`config.mk`:
```
export PLATFORM = sky130hd
export DESIGN_NAME = ppo_options
export DESIGN_NICKNAME = d
export VERILOG_FILES = /design/src/logic/ppo_pkg.sv /design/src/logic/ppo_options.sv
export SDC_FILE = /design/constraint.sdc
export NUM_CORES = 2
export LEC_CHECK = 0
export BUFFER_PORTS_ARGS = -buffer_cell sky130_fd_sc_hd__buf_4
export CELL_PAD_IN_SITES_DETAIL_PLACEMENT = 0
export CELL_PAD_IN_SITES_GLOBAL_PLACEMENT = 1
export CORE_ASPECT_RATIO = 2
export CORE_MARGIN = 3
export CORE_UTILIZATION = 44
export DETAILED_ROUTE_END_ITERATION = 8
export PLACE_DENSITY = 0.86
export SKIP_CTS_REPAIR_TIMING = 1
export SLEW_MARGIN = 20
export SYNTH_ARGS = -nofsm -noshare
export SYNTH_HDL_FRONTEND = slang
export SYNTH_SLANG_ARGS = --single-unit
```
`constraint.sdc`:
```
create_clock -name core_clk -period 13.25 [get_ports core_clk]
set_input_delay 0.6625 -clock core_clk [delete_from_list [all_inputs] [get_ports core_clk]]
set_output_delay 0.6625 -clock core_clk [all_outputs]
set_load 0.05 [all_outputs]
```
`src/logic/ppo_pkg.sv`:
```
// package: constants and carrier types of the positioning options block
package ppo_pkg;
   // object dictionary entries
   localparam logic [15:0] PPO_IDX_SHAFT_REV = 16'h60EE;
   localparam logic [15:0] PPO_IDX_POS_OPT = 16'h60F2;
   localparam logic [7:0] PPO_SUB_COUNT = 8'h00;
   localparam logic [7:0] PPO_SUB_FIRST = 8'h01;
   // reset values
   localparam logic [7:0] PPO_FEEDBACK_COUNT = 8'h04;
   localparam logic [31:0] PPO_SHAFT_REV_RESET = 32'h0000_0001;
   localparam logic [15:0] PPO_POS_OPT_RESET = 16'h0001;
   // control and status word bit positions
   localparam int PPO_CW_NEW_SETPOINT = 4;
   localparam int PPO_CW_RELATIVE = 6;
   localparam int PPO_SW_SETPOINT_ACK = 12;
   // divider length in cycles
   localparam logic [5:0] PPO_DIV_STEPS = 6'h20;

   typedef enum logic [1:0] {
      REL_PREV_TARGET,
      REL_RAMP_OUTPUT,
      REL_ACTUAL_POS,
      REL_RESERVED
   } ppo_rel_base_t;

   typedef enum logic [1:0] {
      RLS_EXTERNAL,
      RLS_ON_TARGET,
      RLS_ASAP,
      RLS_RESERVED
   } ppo_release_t;

   typedef enum logic [1:0] {
      ROT_LINEAR,
      ROT_NEG_ONLY,
      ROT_POS_ONLY,
      ROT_SHORTEST
   } ppo_rotary_t;

   // option word layout, bit 15 downward
   typedef struct packed {
      logic [7:0] undefined_bits;
      ppo_rotary_t rotary_direction_option;
      ppo_release_t setpoint_release_option;
      logic [1:0] cic_bits;
      ppo_rel_base_t relative_base_select;
   } ppo_opt_t;

   // positions handed in by the trajectory logic
   typedef struct packed {
      logic signed [31:0] target;
      logic signed [31:0] ramp_out;
      logic signed [31:0] actual;
      logic signed [31:0] range_min;
      logic signed [31:0] range_max;
   } ppo_pos_t;

   // move plan handed back to the trajectory logic
   typedef struct packed {
      logic signed [31:0] abs_target;
      logic move_positive;
      logic via_limit;
      logic allow_multi_turn;
   } ppo_plan_t;
endpackage : ppo_pkg

```
`src/logic/ppo_options.sv`:
```
// positioning option word, shaft revolution array and feed constant divider
// Notes on behaviour
// - sub-entry 0 of revolutions array reads 8-bit feedback count, set by FEEDBACKS (four by default).
// - sub-entries 1..4 hold 32-bit shaft revolutions; entry 1 is sensorless feedback.
// - feed constant of feedback n is feed divided by its revolution count.
// - 16-bit read/write option word, reset 0001h, steers profile position moves.
// - relative base field only matters when control word bit 6 is set.
// - base 00 previous target (or zero), 01 ramp output, 10 actual, 11 reserved.
// - with release active, device clears new-setpoint bit 4, then acknowledge bit 12.
// - release 00 external, 01 on target reached, 10 as soon as possible, 11 reserved.
// - rotary 00 acts linear, wraps preset at range limits, allows multi-turn moves.
// - rotary 01 only negative via minimum, 10 only positive via maximum.
// - rotary 11 shortest path, positive when difference is under half a turn.
`timescale 1ns/100ps
module ppo_options
   import ppo_pkg::*;
#(
   parameter int FEEDBACKS = 4
) (
   input wire logic core_clk,
   input wire logic rst,
   // object dictionary access
   input wire logic od_wr,
   input wire logic od_rd,
   input wire logic [15:0] od_index,
   input wire logic [7:0] od_subindex,
   input wire logic [31:0] od_wdata,
   output logic [31:0] od_rdata,
   output logic od_ack,
   output logic od_err,
   // feed constant request
   input wire logic feed_start,
   input wire logic [1:0] feed_sel,
   input wire logic [31:0] feed_value,
   output logic [31:0] feed_constant,
   output logic feed_done,
   output logic feed_div_zero,
   // move planning
   input wire logic [15:0] control_word,
   input wire logic [15:0] status_word,
   input wire logic plan_req,
   input wire ppo_pos_t pos_in,
   input wire logic target_reached,
   output ppo_plan_t plan_out,
   output logic plan_valid,
   output logic clear_new_setpoint,
   output logic clear_setpoint_ack,
   output ppo_opt_t opt_word
);
   typedef enum logic {DIV_IDLE, DIV_RUN} ppo_div_state_t;

   // ==================================================
   // register file
   logic [31:0] shaft_rev_reg [FEEDBACKS];
   logic [31:0] shaft_rev_next [FEEDBACKS];
   ppo_opt_t opt_reg, opt_next;
   logic [31:0] rdata_reg, rdata_next;
   logic ack_reg, ack_next;
   logic err_reg, err_next;
   logic sub_hit;
   logic [7:0] sub_idx;

   always_comb begin
      sub_idx = od_subindex - PPO_SUB_FIRST;
      sub_hit = (od_subindex >= PPO_SUB_FIRST) && (sub_idx < 8'(FEEDBACKS));
      shaft_rev_next = shaft_rev_reg;
      opt_next = opt_reg;
      rdata_next = rdata_reg;
      ack_next = 1'b0;
      err_next = 1'b0;
      if (od_wr) begin
         if (od_index == PPO_IDX_SHAFT_REV && sub_hit) begin
            shaft_rev_next[sub_idx[1:0]] = od_wdata;
            ack_next = 1'b1;
         end else if (od_index == PPO_IDX_POS_OPT && od_subindex == PPO_SUB_COUNT) begin
            opt_next = ppo_opt_t'(od_wdata[15:0]);
            ack_next = 1'b1;
         end else begin
            // covers the read-only count entry as well
            err_next = 1'b1;
         end
      end else if (od_rd) begin
         ack_next = 1'b1;
         if (od_index == PPO_IDX_SHAFT_REV && od_subindex == PPO_SUB_COUNT) begin
            rdata_next = {24'h00_0000, 8'(FEEDBACKS)};
         end else if (od_index == PPO_IDX_SHAFT_REV && sub_hit) begin
            rdata_next = shaft_rev_reg[sub_idx[1:0]];
         end else if (od_index == PPO_IDX_POS_OPT && od_subindex == PPO_SUB_COUNT) begin
            rdata_next = {16'h0000, opt_reg};
         end else begin
            rdata_next = 32'h0000_0000;
            ack_next = 1'b0;
            err_next = 1'b1;
         end
      end
   end

   always_ff @(posedge core_clk) begin
      if (rst) begin
         for (int i = 0; i < FEEDBACKS; i++) begin
            shaft_rev_reg[i] <= PPO_SHAFT_REV_RESET;
         end
         opt_reg <= ppo_opt_t'(PPO_POS_OPT_RESET);
         rdata_reg <= 32'h0000_0000;
         ack_reg <= 1'b0;
         err_reg <= 1'b0;
      end else begin
         shaft_rev_reg <= shaft_rev_next;
         opt_reg <= opt_next;
         rdata_reg <= rdata_next;
         ack_reg <= ack_next;
         err_reg <= err_next;
      end
   end

   // ==================================================
   // feed constant divider
   // bit-serial to keep the area small; one answer every 33 cycles for a nonzero divisor
   ppo_div_state_t div_state_reg, div_state_next;
   logic [32:0] rem_reg, rem_next;
   logic [31:0] quo_reg, quo_next;
   logic [31:0] divisor_reg, divisor_next;
   logic [5:0] step_reg, step_next;
   logic [31:0] fc_reg, fc_next;
   logic done_reg, done_next;
   logic dz_reg, dz_next;
   logic [32:0] rem_sh;

   always_comb begin
      div_state_next = div_state_reg;
      rem_next = rem_reg;
      quo_next = quo_reg;
      divisor_next = divisor_reg;
      step_next = step_reg;
      fc_next = fc_reg;
      done_next = 1'b0;
      dz_next = dz_reg;
      rem_sh = {rem_reg[31:0], quo_reg[31]};
      case (div_state_reg)
         DIV_IDLE: begin
            if (feed_start) begin
               divisor_next = shaft_rev_reg[feed_sel];
               quo_next = feed_value;
               rem_next = 33'h0_0000_0000;
               step_next = PPO_DIV_STEPS;
               if (shaft_rev_reg[feed_sel] == 32'h0000_0000) begin
                  // no meaningful constant; saturate and flag it
                  fc_next = 32'hFFFF_FFFF;
                  dz_next = 1'b1;
                  done_next = 1'b1;
               end else begin
                  dz_next = 1'b0;
                  div_state_next = DIV_RUN;
               end
            end
         end
         DIV_RUN: begin
            if (rem_sh >= {1'b0, divisor_reg}) begin
               rem_next = rem_sh - {1'b0, divisor_reg};
               quo_next = {quo_reg[30:0], 1'b1};
            end else begin
               rem_next = rem_sh;
               quo_next = {quo_reg[30:0], 1'b0};
            end
            step_next = step_reg - 6'h01;
            if (step_reg == 6'h01) begin
               fc_next = quo_next;
               done_next = 1'b1;
               div_state_next = DIV_IDLE;
            end
         end
         default: div_state_next = DIV_IDLE;
      endcase
   end

   always_ff @(posedge core_clk) begin
      if (rst) begin
         div_state_reg <= DIV_IDLE;
         rem_reg <= 33'h0_0000_0000;
         quo_reg <= 32'h0000_0000;
         divisor_reg <= 32'h0000_0000;
         step_reg <= 6'h00;
         fc_reg <= 32'h0000_0000;
         done_reg <= 1'b0;
         dz_reg <= 1'b0;
      end else begin
         div_state_reg <= div_state_next;
         rem_reg <= rem_next;
         quo_reg <= quo_next;
         divisor_reg <= divisor_next;
         step_reg <= step_next;
         fc_reg <= fc_next;
         done_reg <= done_next;
         dz_reg <= dz_next;
      end
   end

   // ==================================================
   // move planning and setpoint release
   ppo_plan_t plan_reg, plan_next;
   logic plan_valid_reg, plan_valid_next;
   logic signed [31:0] last_target_reg, last_target_next;
   logic nsp_clr_reg, nsp_clr_next;
   logic ack_clr_reg, ack_clr_next;
   logic signed [31:0] base, tgt, span, diff;

   always_comb begin
      plan_next = plan_reg;
      plan_valid_next = 1'b0;
      last_target_next = last_target_reg;
      base = 32'sh0000_0000;
      if (control_word[PPO_CW_RELATIVE]) begin
         case (opt_reg.relative_base_select)
            REL_PREV_TARGET: base = last_target_reg;
            REL_RAMP_OUTPUT: base = pos_in.ramp_out;
            REL_ACTUAL_POS: base = pos_in.actual;
            default: base = 32'sh0000_0000;
         endcase
      end
      tgt = base + pos_in.target;
      span = pos_in.range_max - pos_in.range_min + 32'sh0000_0001;
      diff = tgt - pos_in.actual;
      if (diff < 32'sh0000_0000) begin
         diff = diff + span;
      end
      if (plan_req) begin
         plan_valid_next = 1'b1;
         plan_next.abs_target = tgt;
         plan_next.allow_multi_turn = 1'b0;
         case (opt_reg.rotary_direction_option)
            ROT_LINEAR: begin
               // preset jumps to the other end once a limit is passed
               if (tgt > pos_in.range_max) begin
                  plan_next.abs_target = tgt - span;
               end else if (tgt < pos_in.range_min) begin
                  plan_next.abs_target = tgt + span;
               end
               plan_next.move_positive = tgt >= pos_in.actual;
               plan_next.via_limit = 1'b0;
               plan_next.allow_multi_turn = 1'b1;
            end
            ROT_NEG_ONLY: begin
               plan_next.move_positive = 1'b0;
               plan_next.via_limit = tgt > pos_in.actual;
            end
            ROT_POS_ONLY: begin
               plan_next.move_positive = 1'b1;
               plan_next.via_limit = tgt < pos_in.actual;
            end
            ROT_SHORTEST: begin
               plan_next.move_positive = diff < (span >>> 1);
               plan_next.via_limit = (diff < (span >>> 1)) ? (tgt < pos_in.actual) : (tgt > pos_in.actual);
            end
            default: plan_next.via_limit = 1'b0;
         endcase
         last_target_next = plan_next.abs_target;
      end
   end

   always_comb begin
      nsp_clr_next = 1'b0;
      // handshake bit 12 drops only after the device dropped bit 4
      ack_clr_next = nsp_clr_reg;
      if (control_word[PPO_CW_NEW_SETPOINT] && status_word[PPO_SW_SETPOINT_ACK] && !nsp_clr_reg) begin
         case (opt_reg.setpoint_release_option)
            RLS_ON_TARGET: nsp_clr_next = target_reached;
            RLS_ASAP: nsp_clr_next = 1'b1;
            default: nsp_clr_next = 1'b0;
         endcase
      end
   end

   always_ff @(posedge core_clk) begin
      if (rst) begin
         plan_reg <= '0;
         plan_valid_reg <= 1'b0;
         last_target_reg <= 32'sh0000_0000;
         nsp_clr_reg <= 1'b0;
         ack_clr_reg <= 1'b0;
      end else begin
         plan_reg <= plan_next;
         plan_valid_reg <= plan_valid_next;
         last_target_reg <= last_target_next;
         nsp_clr_reg <= nsp_clr_next;
         ack_clr_reg <= ack_clr_next;
      end
   end

   assign od_rdata = rdata_reg;
   assign od_ack = ack_reg;
   assign od_err = err_reg;
   assign feed_constant = fc_reg;
   assign feed_done = done_reg;
   assign feed_div_zero = dz_reg;
   assign plan_out = plan_reg;
   assign plan_valid = plan_valid_reg;
   assign clear_new_setpoint = nsp_clr_reg;
   assign clear_setpoint_ack = ack_clr_reg;
   assign opt_word = opt_reg;
endmodule : ppo_options

```
# ---- Yosys cells after proc, flatten, opt, wreduce, memory -nomap -nowiden
# Cells that the tools add are included.
dict set report totals {
  reg_bits 353
  inputBits 289
  out_inout_bits 122
  elab_cells 140
}
dict set report classes {
  addsub 10
  n_lt_le_gt_ge 13
  n_eq_ne 13
  muxes 53
  bitwise_logic 6
  reduce_logical 18
}
# operator count
set op_table {}
lappend op_table {{2-to-1 mux 32 bit} 18}
lappend op_table {{one-hot mux 32 bit (2 select lines)} 3}
lappend op_table {{binary-select mux 32 bit (select 2 bit)} 2}
lappend op_table {{bitwise mux 128 bit} 1}
lappend op_table {{subtractor 32 bit} 4}
lappend op_table {{adder 32 bit} 3}
lappend op_table {{one-hot mux 32 bit (3 select lines)} 1}
lappend op_table {{demux 32 bit (select 2 bit)} 1}
lappend op_table {{greater-than comparator 32 bit} 2}
lappend op_table {{less-than comparator 32 bit} 2}
lappend op_table {{greater-or-equal comparator 33 x 32 -> 1 bit} 1}
lappend op_table {{adder 32 x 2 -> 32 bit, second input constant} 1}
lappend op_table {{== test 16 x 15 -> 1 bit, second input constant} 2}
lappend op_table {{greater-or-equal comparator 32 bit} 1}
lappend op_table {{zero test 32 bit} 1}
lappend op_table {{less-than comparator 32 x 1 -> 1 bit, second input constant} 1}
lappend op_table {{less-than comparator 32 x 31 -> 1 bit} 1}
lappend op_table {{2-to-1 mux 1 bit} 20}
lappend op_table {{2-to-1 mux 16 bit} 1}
lappend op_table {{one-hot mux 6 bit (2 select lines)} 1}
lappend op_table {{== test 2 bit, second input constant} 4}
lappend op_table {{greater-or-equal comparator 8 x 1 -> 1 bit, second input constant} 1}
lappend op_table {{zero test 8 bit} 1}
lappend op_table {{less-than comparator 8 x 3 -> 1 bit, second input constant} 1}
lappend op_table {{19 further kinds} 39}

# ---- Longest topological paths before layout
dict set report logic_depth {
  depth_word 10
  depth_mapped 48
  mapped_depth_nobuf 44
}

# ---- Worst setup path after synthesis
# No wires, ideal clock.
dict set report synth_timing {
  path_kind {flip-flop to flip-flop}
  start {register opt_reg (netlist bit opt_word[0])}
  end {register plan_reg (netlist bit plan_out[1])}
  setup_ns 0.117
  t_arrival_ns 9.939
  required_ns 13.133
  path_slack_ns 3.194
  path_stages_with_launch 41
  path_buffers 2
  period_less_slack_ns 10.056
  path_cell_list {dfxtp_1 > clkbuf_1 > buf_1 > mux2i_1 > o21ai_0 > and2_1 > ha_1 > fa_1 > a211oi_1 > o21a_1 > o31ai_1 > a2111oi_0 > o21a_1 > xnor2_1 > ha_1 > nand4_1 > nor4_1 > or4b_2 > [5 not listed] > ha_1 > o21a_1 > o211ai_1 > o21ai_0 > o21ai_0 > o21ai_0 > xor2_1 > mux2_2 > ha_1 > nand2_1 > or4_1 > nor3_1 > nand4_1 > o21ai_0 > mux2_2 > nand4b_1 > mux2_2 > a32o_1}
}
dict set report synth_between {
  elab_chain_len 10
  word_cells_on_any_way 15
  cone_classes {3 x add/sub; 4 x order compare; 2 x eq/ne; 5 x mux; 1 x reduce/logical}
}
# item line_no
set synth_lines {}
lappend synth_lines {{start: declaration} ppo_options.sv:56} ;# ppo_opt_t opt_reg, opt_next;
lappend synth_lines {{start signal: assignment} ppo_options.sv:103} ;# opt_reg <= ppo_opt_t'(PPO_POS_OPT_RESET);
lappend synth_lines {{start signal: assignment} ppo_options.sv:109} ;# opt_reg <= opt_next;
lappend synth_lines {{== test 2 bit, or another cell as far along} ppo_options.sv:213} ;# case (opt_reg.relative_base_select)
lappend synth_lines {{one-hot mux 32 bit (3 select lines) *} ppo_options.sv:213}
lappend synth_lines {{2-to-1 mux 32 bit *} ppo_options.sv:212} ;# if (control_word[PPO_CW_RELATIVE]) begin
lappend synth_lines {{adder 32 bit *} ppo_options.sv:220} ;# tgt = base + pos_in.target;
lappend synth_lines {{subtractor 32 bit} ppo_options.sv:222} ;# diff = tgt - pos_in.actual;
lappend synth_lines {{adder 32 bit / less-than comparator 32 x 1 -> 1 bit (equally long branches)} {ppo_options.sv:224, ppo_options.sv:223}}
lappend synth_lines {{2-to-1 mux 32 bit} ppo_options.sv:223} ;# if (diff < 32'sh0000_0000) begin
lappend synth_lines {{less-than comparator 32 x 31 -> 1 bit} ppo_options.sv:252} ;# plan_next.via_limit = (diff < (span >>> 1)) ? (tgt < pos_in.actual) : (tgt > pos_in.actual);
lappend synth_lines {{2-to-1 mux 1 bit} ppo_options.sv:252}
lappend synth_lines {{one-hot mux 2 bit (4 select lines) *} ppo_options.sv:230} ;# case (opt_reg.rotary_direction_option)
lappend synth_lines {{end signal: assignment} ppo_options.sv:281} ;# plan_reg <= plan_next;
lappend synth_lines {{end: declaration} ppo_options.sv:200} ;# ppo_plan_t plan_reg, plan_next;
# Mark *: on every way between the ends. The rest lies on a longest branch, timed or not.
# A chain may end at the register's enable or synchronous reset.

# ---- Worst setup path in the final report
# Ends and elaborated chain as after synthesis.

==> flow_summary.toml <==
[finish]
areaGrowthSynthToFinish_pct = 16.3
stdcell_count = 5099
largest_reg_flops = 128
nNetsFinal = 4824
fin_util = 0.516
drive_gt1_frac = 0.148
fin_area_um2 = 35000

[worst_setup_path]
critPathMaxStageDelay_ps = 980
r2r_cells = 38
cp-start-kind = "register"
reg2reg_slack_ps = 1130
crit_path_start = "opt_word[0]$_SDFFE_PP1P_"
crit_arrival_ps = 12550
critPathCaptureType = "register"
crit_slowest_cell = "a2111oi_0"
r2r-end = "plan_out[1]$_SDFFE_PP0P_"
rr_startpoint = "opt_word[0]$_SDFFE_PP1P_"
path_common_cell = "o21ai_0"
criticalPathCategory = "reg2reg"
worstPathMaxFanout = 21
worstPathRequired_ps = 13690

[routing]
via_per_inst = 6.08
dr.pass1.iters = 6
routed_wl_um = 129000
vias = 31000
wl_per_cell_um = 25.4
dr.first_iter.drc_count = 1940
final_antenna_net_count = 0
drc = 0

[timing]
fin_worst_skew_ps = 32.5
rsz0062_at_grt = "no"
relSlewSlack = 0.171
tightestPinTransition_ps = 1240
finalHoldViolations = 0
post-route-period-util = 0.915
period_needed_ps = 12120
fmaxAchievable_ghz = 0.0825
finalMaxSlewViolations = 0
holdWs_ps = 356
finalSetupViolations = 0
final.setup.tns_ps = 0

[die]
pin_count = 411
die_x_um = 191
initial_core_util = 0.444
num_rows = 135
die_area_um2 = 71700
dieHeight_um = 376
core_um2 = 67700

[place]
place_area_um2 = 33800
finalWeightedCongestion = 1.02
dp_hpwl_um = 103000
dp.cells = 5029
io_buffers = 381

[clocking]
htreeDepth = 2
numCtsBuffers = 35
clock-root-buffer = "clkbuf_16"
cts_sinks = 353
clock_path_buffers = 3
cts_tree = "built"
clk_pin_slew_ps = 70
insertion_delay_ps = 560

[grt]
track_usage = 0.350
grt_pass1_vias = 30800
grt_pass1_wl_um = 188000
antenna_found_initial = 24
gr-total-overflow = 0
grt_max_degree = 93

[synthesis]
synth_flop_cell = "dfxtp_1"
avgSynthCellArea_um2 = 7.71
ys_warn_count = 0
async_flop_share = 0
synth-edff-count = 0
syn_inst = 3898
ys_ff_latch = 353
syn_area_um2 = 30100
synth_nets = 4546
synth_seq_area_share = 0.235
synth.distinct_cells = 86

[worst_hold_path]
holdPathStages = 3
hp-start = "status_word[12]"
min_path_type = "in2reg"
whs_endpoint = "clear_new_setpoint$_SDFF_PP0_"

[pwr]
peakVddDrop_mv = 0.118
p_leak_uw = 0.0153
powerDensity_nw_per_um2 = 182

[flow_run]
max_cap_viol_count = 0

[run_status]
status = "complete, no violations"
-- per-layer routing --
metal  up-vias  global-route usage  wire length [um]
li1      14600                   -                 -
met1     14600               0.300             38800
met2      1273               0.628             64600
met3       570              0.0991             10000
met4        24               0.343             15900
met5         -                   0               161
-- synthesized netlist by cell type (all sizes together) (14+ instances only) --
library cell  number  share of area
dfxtp            353           0.24
a22oi             20         0.0050
nor3             114          0.019
nor4              26         0.0054
nand2            606          0.076
xor2              50          0.015
o21bai            39         0.0097
or3               20         0.0042
nand2b            39         0.0081
xnor2             91          0.027
or2               14         0.0029
inv              238          0.030
clkbuf           166          0.021
o211ai            15         0.0037
a221oi            28         0.0082
a21oi            397          0.066
mux4              64          0.048
a21o              81          0.020
o21ai            192          0.032
a211o             16         0.0047
nand3             72          0.012
a211oi            64          0.016
a311oi            17         0.0054
nor2             240          0.030
nand4             34         0.0071
nor2b            101          0.021
mux2i             53          0.018
and3              27         0.0056
o31ai             20         0.0050
a31oi             25         0.0052
buf               31         0.0053
ha               352           0.15
and2              42         0.0087
o21a              63          0.016
-- placed cells by master (no fill, tap or decap), types with 13 or more instances in the layout --
cell type	n
a221oi_1	28
nor2_1	237
nor3_1	112
buf_4	437
nand2_1	606
o21bai_1	39
mux4_2	64
a32oi_1	13
nand2b_1	39
dfxtp_1	351
a21o_1	81
a211o_1	16
inv_1	238
a311oi_1	14
ha_1	352
a21oi_1	395
a211oi_1	64
and3_1	23
or2_2	13
o21a_1	63
nor4_1	26
o21ai_0	190
nand4_1	34
clkbuf_16	35
nand3_1	68
and2_1	42
a31oi_1	25
nor2b_1	98
mux2i_1	53
xor2_1	49
a22oi_1	20
o211ai_1	15
o31ai_1	19
or3_1	20
xnor2_1	90
-- critical path, delay by kind of cell, from the launching register on --
kind | cells | cell delay, ps
mux | 4 | 1350
simple gates | 11 | 2550
compound gates | 16 | 4820
flops | 1 | 660
fa+ha+maj | 4 | 1740
xor+xnor | 2 | 370
buf+inv | 1 | 470
-- where the power goes --
group / switching, uW / internal [uW] / leakage [uW]
sequential: 72.0 / 1130 / 0.00287
combinational: 2570 / 1560 / 0.0118
clock: 462 / 579 / 0.000561
total: 3110 / 3270 / 0.0153
-- area by class of cell --
| cell class | count | area, um2 |
|---|---|---|
| diodes | 11 | 27.5 |
| fillers | 6770 | 32800 |
| repair buffers | 438 | 3300 |
| clock inverters | 13 | 145 |
| flip-flops and latches | 353 | 7070 |
| inverters | 238 | 893 |
| multi-input cells | 3110 | 21400 |
| clock buffers | 46 | 1010 |
| well taps | 890 | 1110 |
-- per-stage QoR --
step / total power [uW] / setup WS, ps
after floorplan: 4040 / 3190
after global placement: 5210 / 1790
after detailed placement: 5240 / 1730
after CTS: 6290 / 1660
after global routing: 6760 / 561
final: 6380 / 1130
-- worst max-delay path by stage --
stage                                     endpoint  slack, ps  cells after the start
after floorplan           plan_out[1]$_SDFFE_PP0P_       3190                     40
after global placement    plan_out[1]$_SDFFE_PP0P_       1790                     38
after detailed placement  plan_out[1]$_SDFFE_PP0P_       1730                     38
after CTS                 plan_out[1]$_SDFFE_PP0P_       1660                     38
after global routing      plan_out[1]$_SDFFE_PP0P_        560                     38
final                     plan_out[1]$_SDFFE_PP0P_       1130                     38
-- logic make-up after synthesis --
logic type / synth area share
AOI/OAI and AO/OA: 0.238
xor gates and xnor gates: 0.0411
adders and majority gates: 0.151
buffers and inverters: 0.0558
DFF: 0.235
muxes: 0.0693
and+or+nand+nor: 0.210
(Power assumes the default switching activity.)
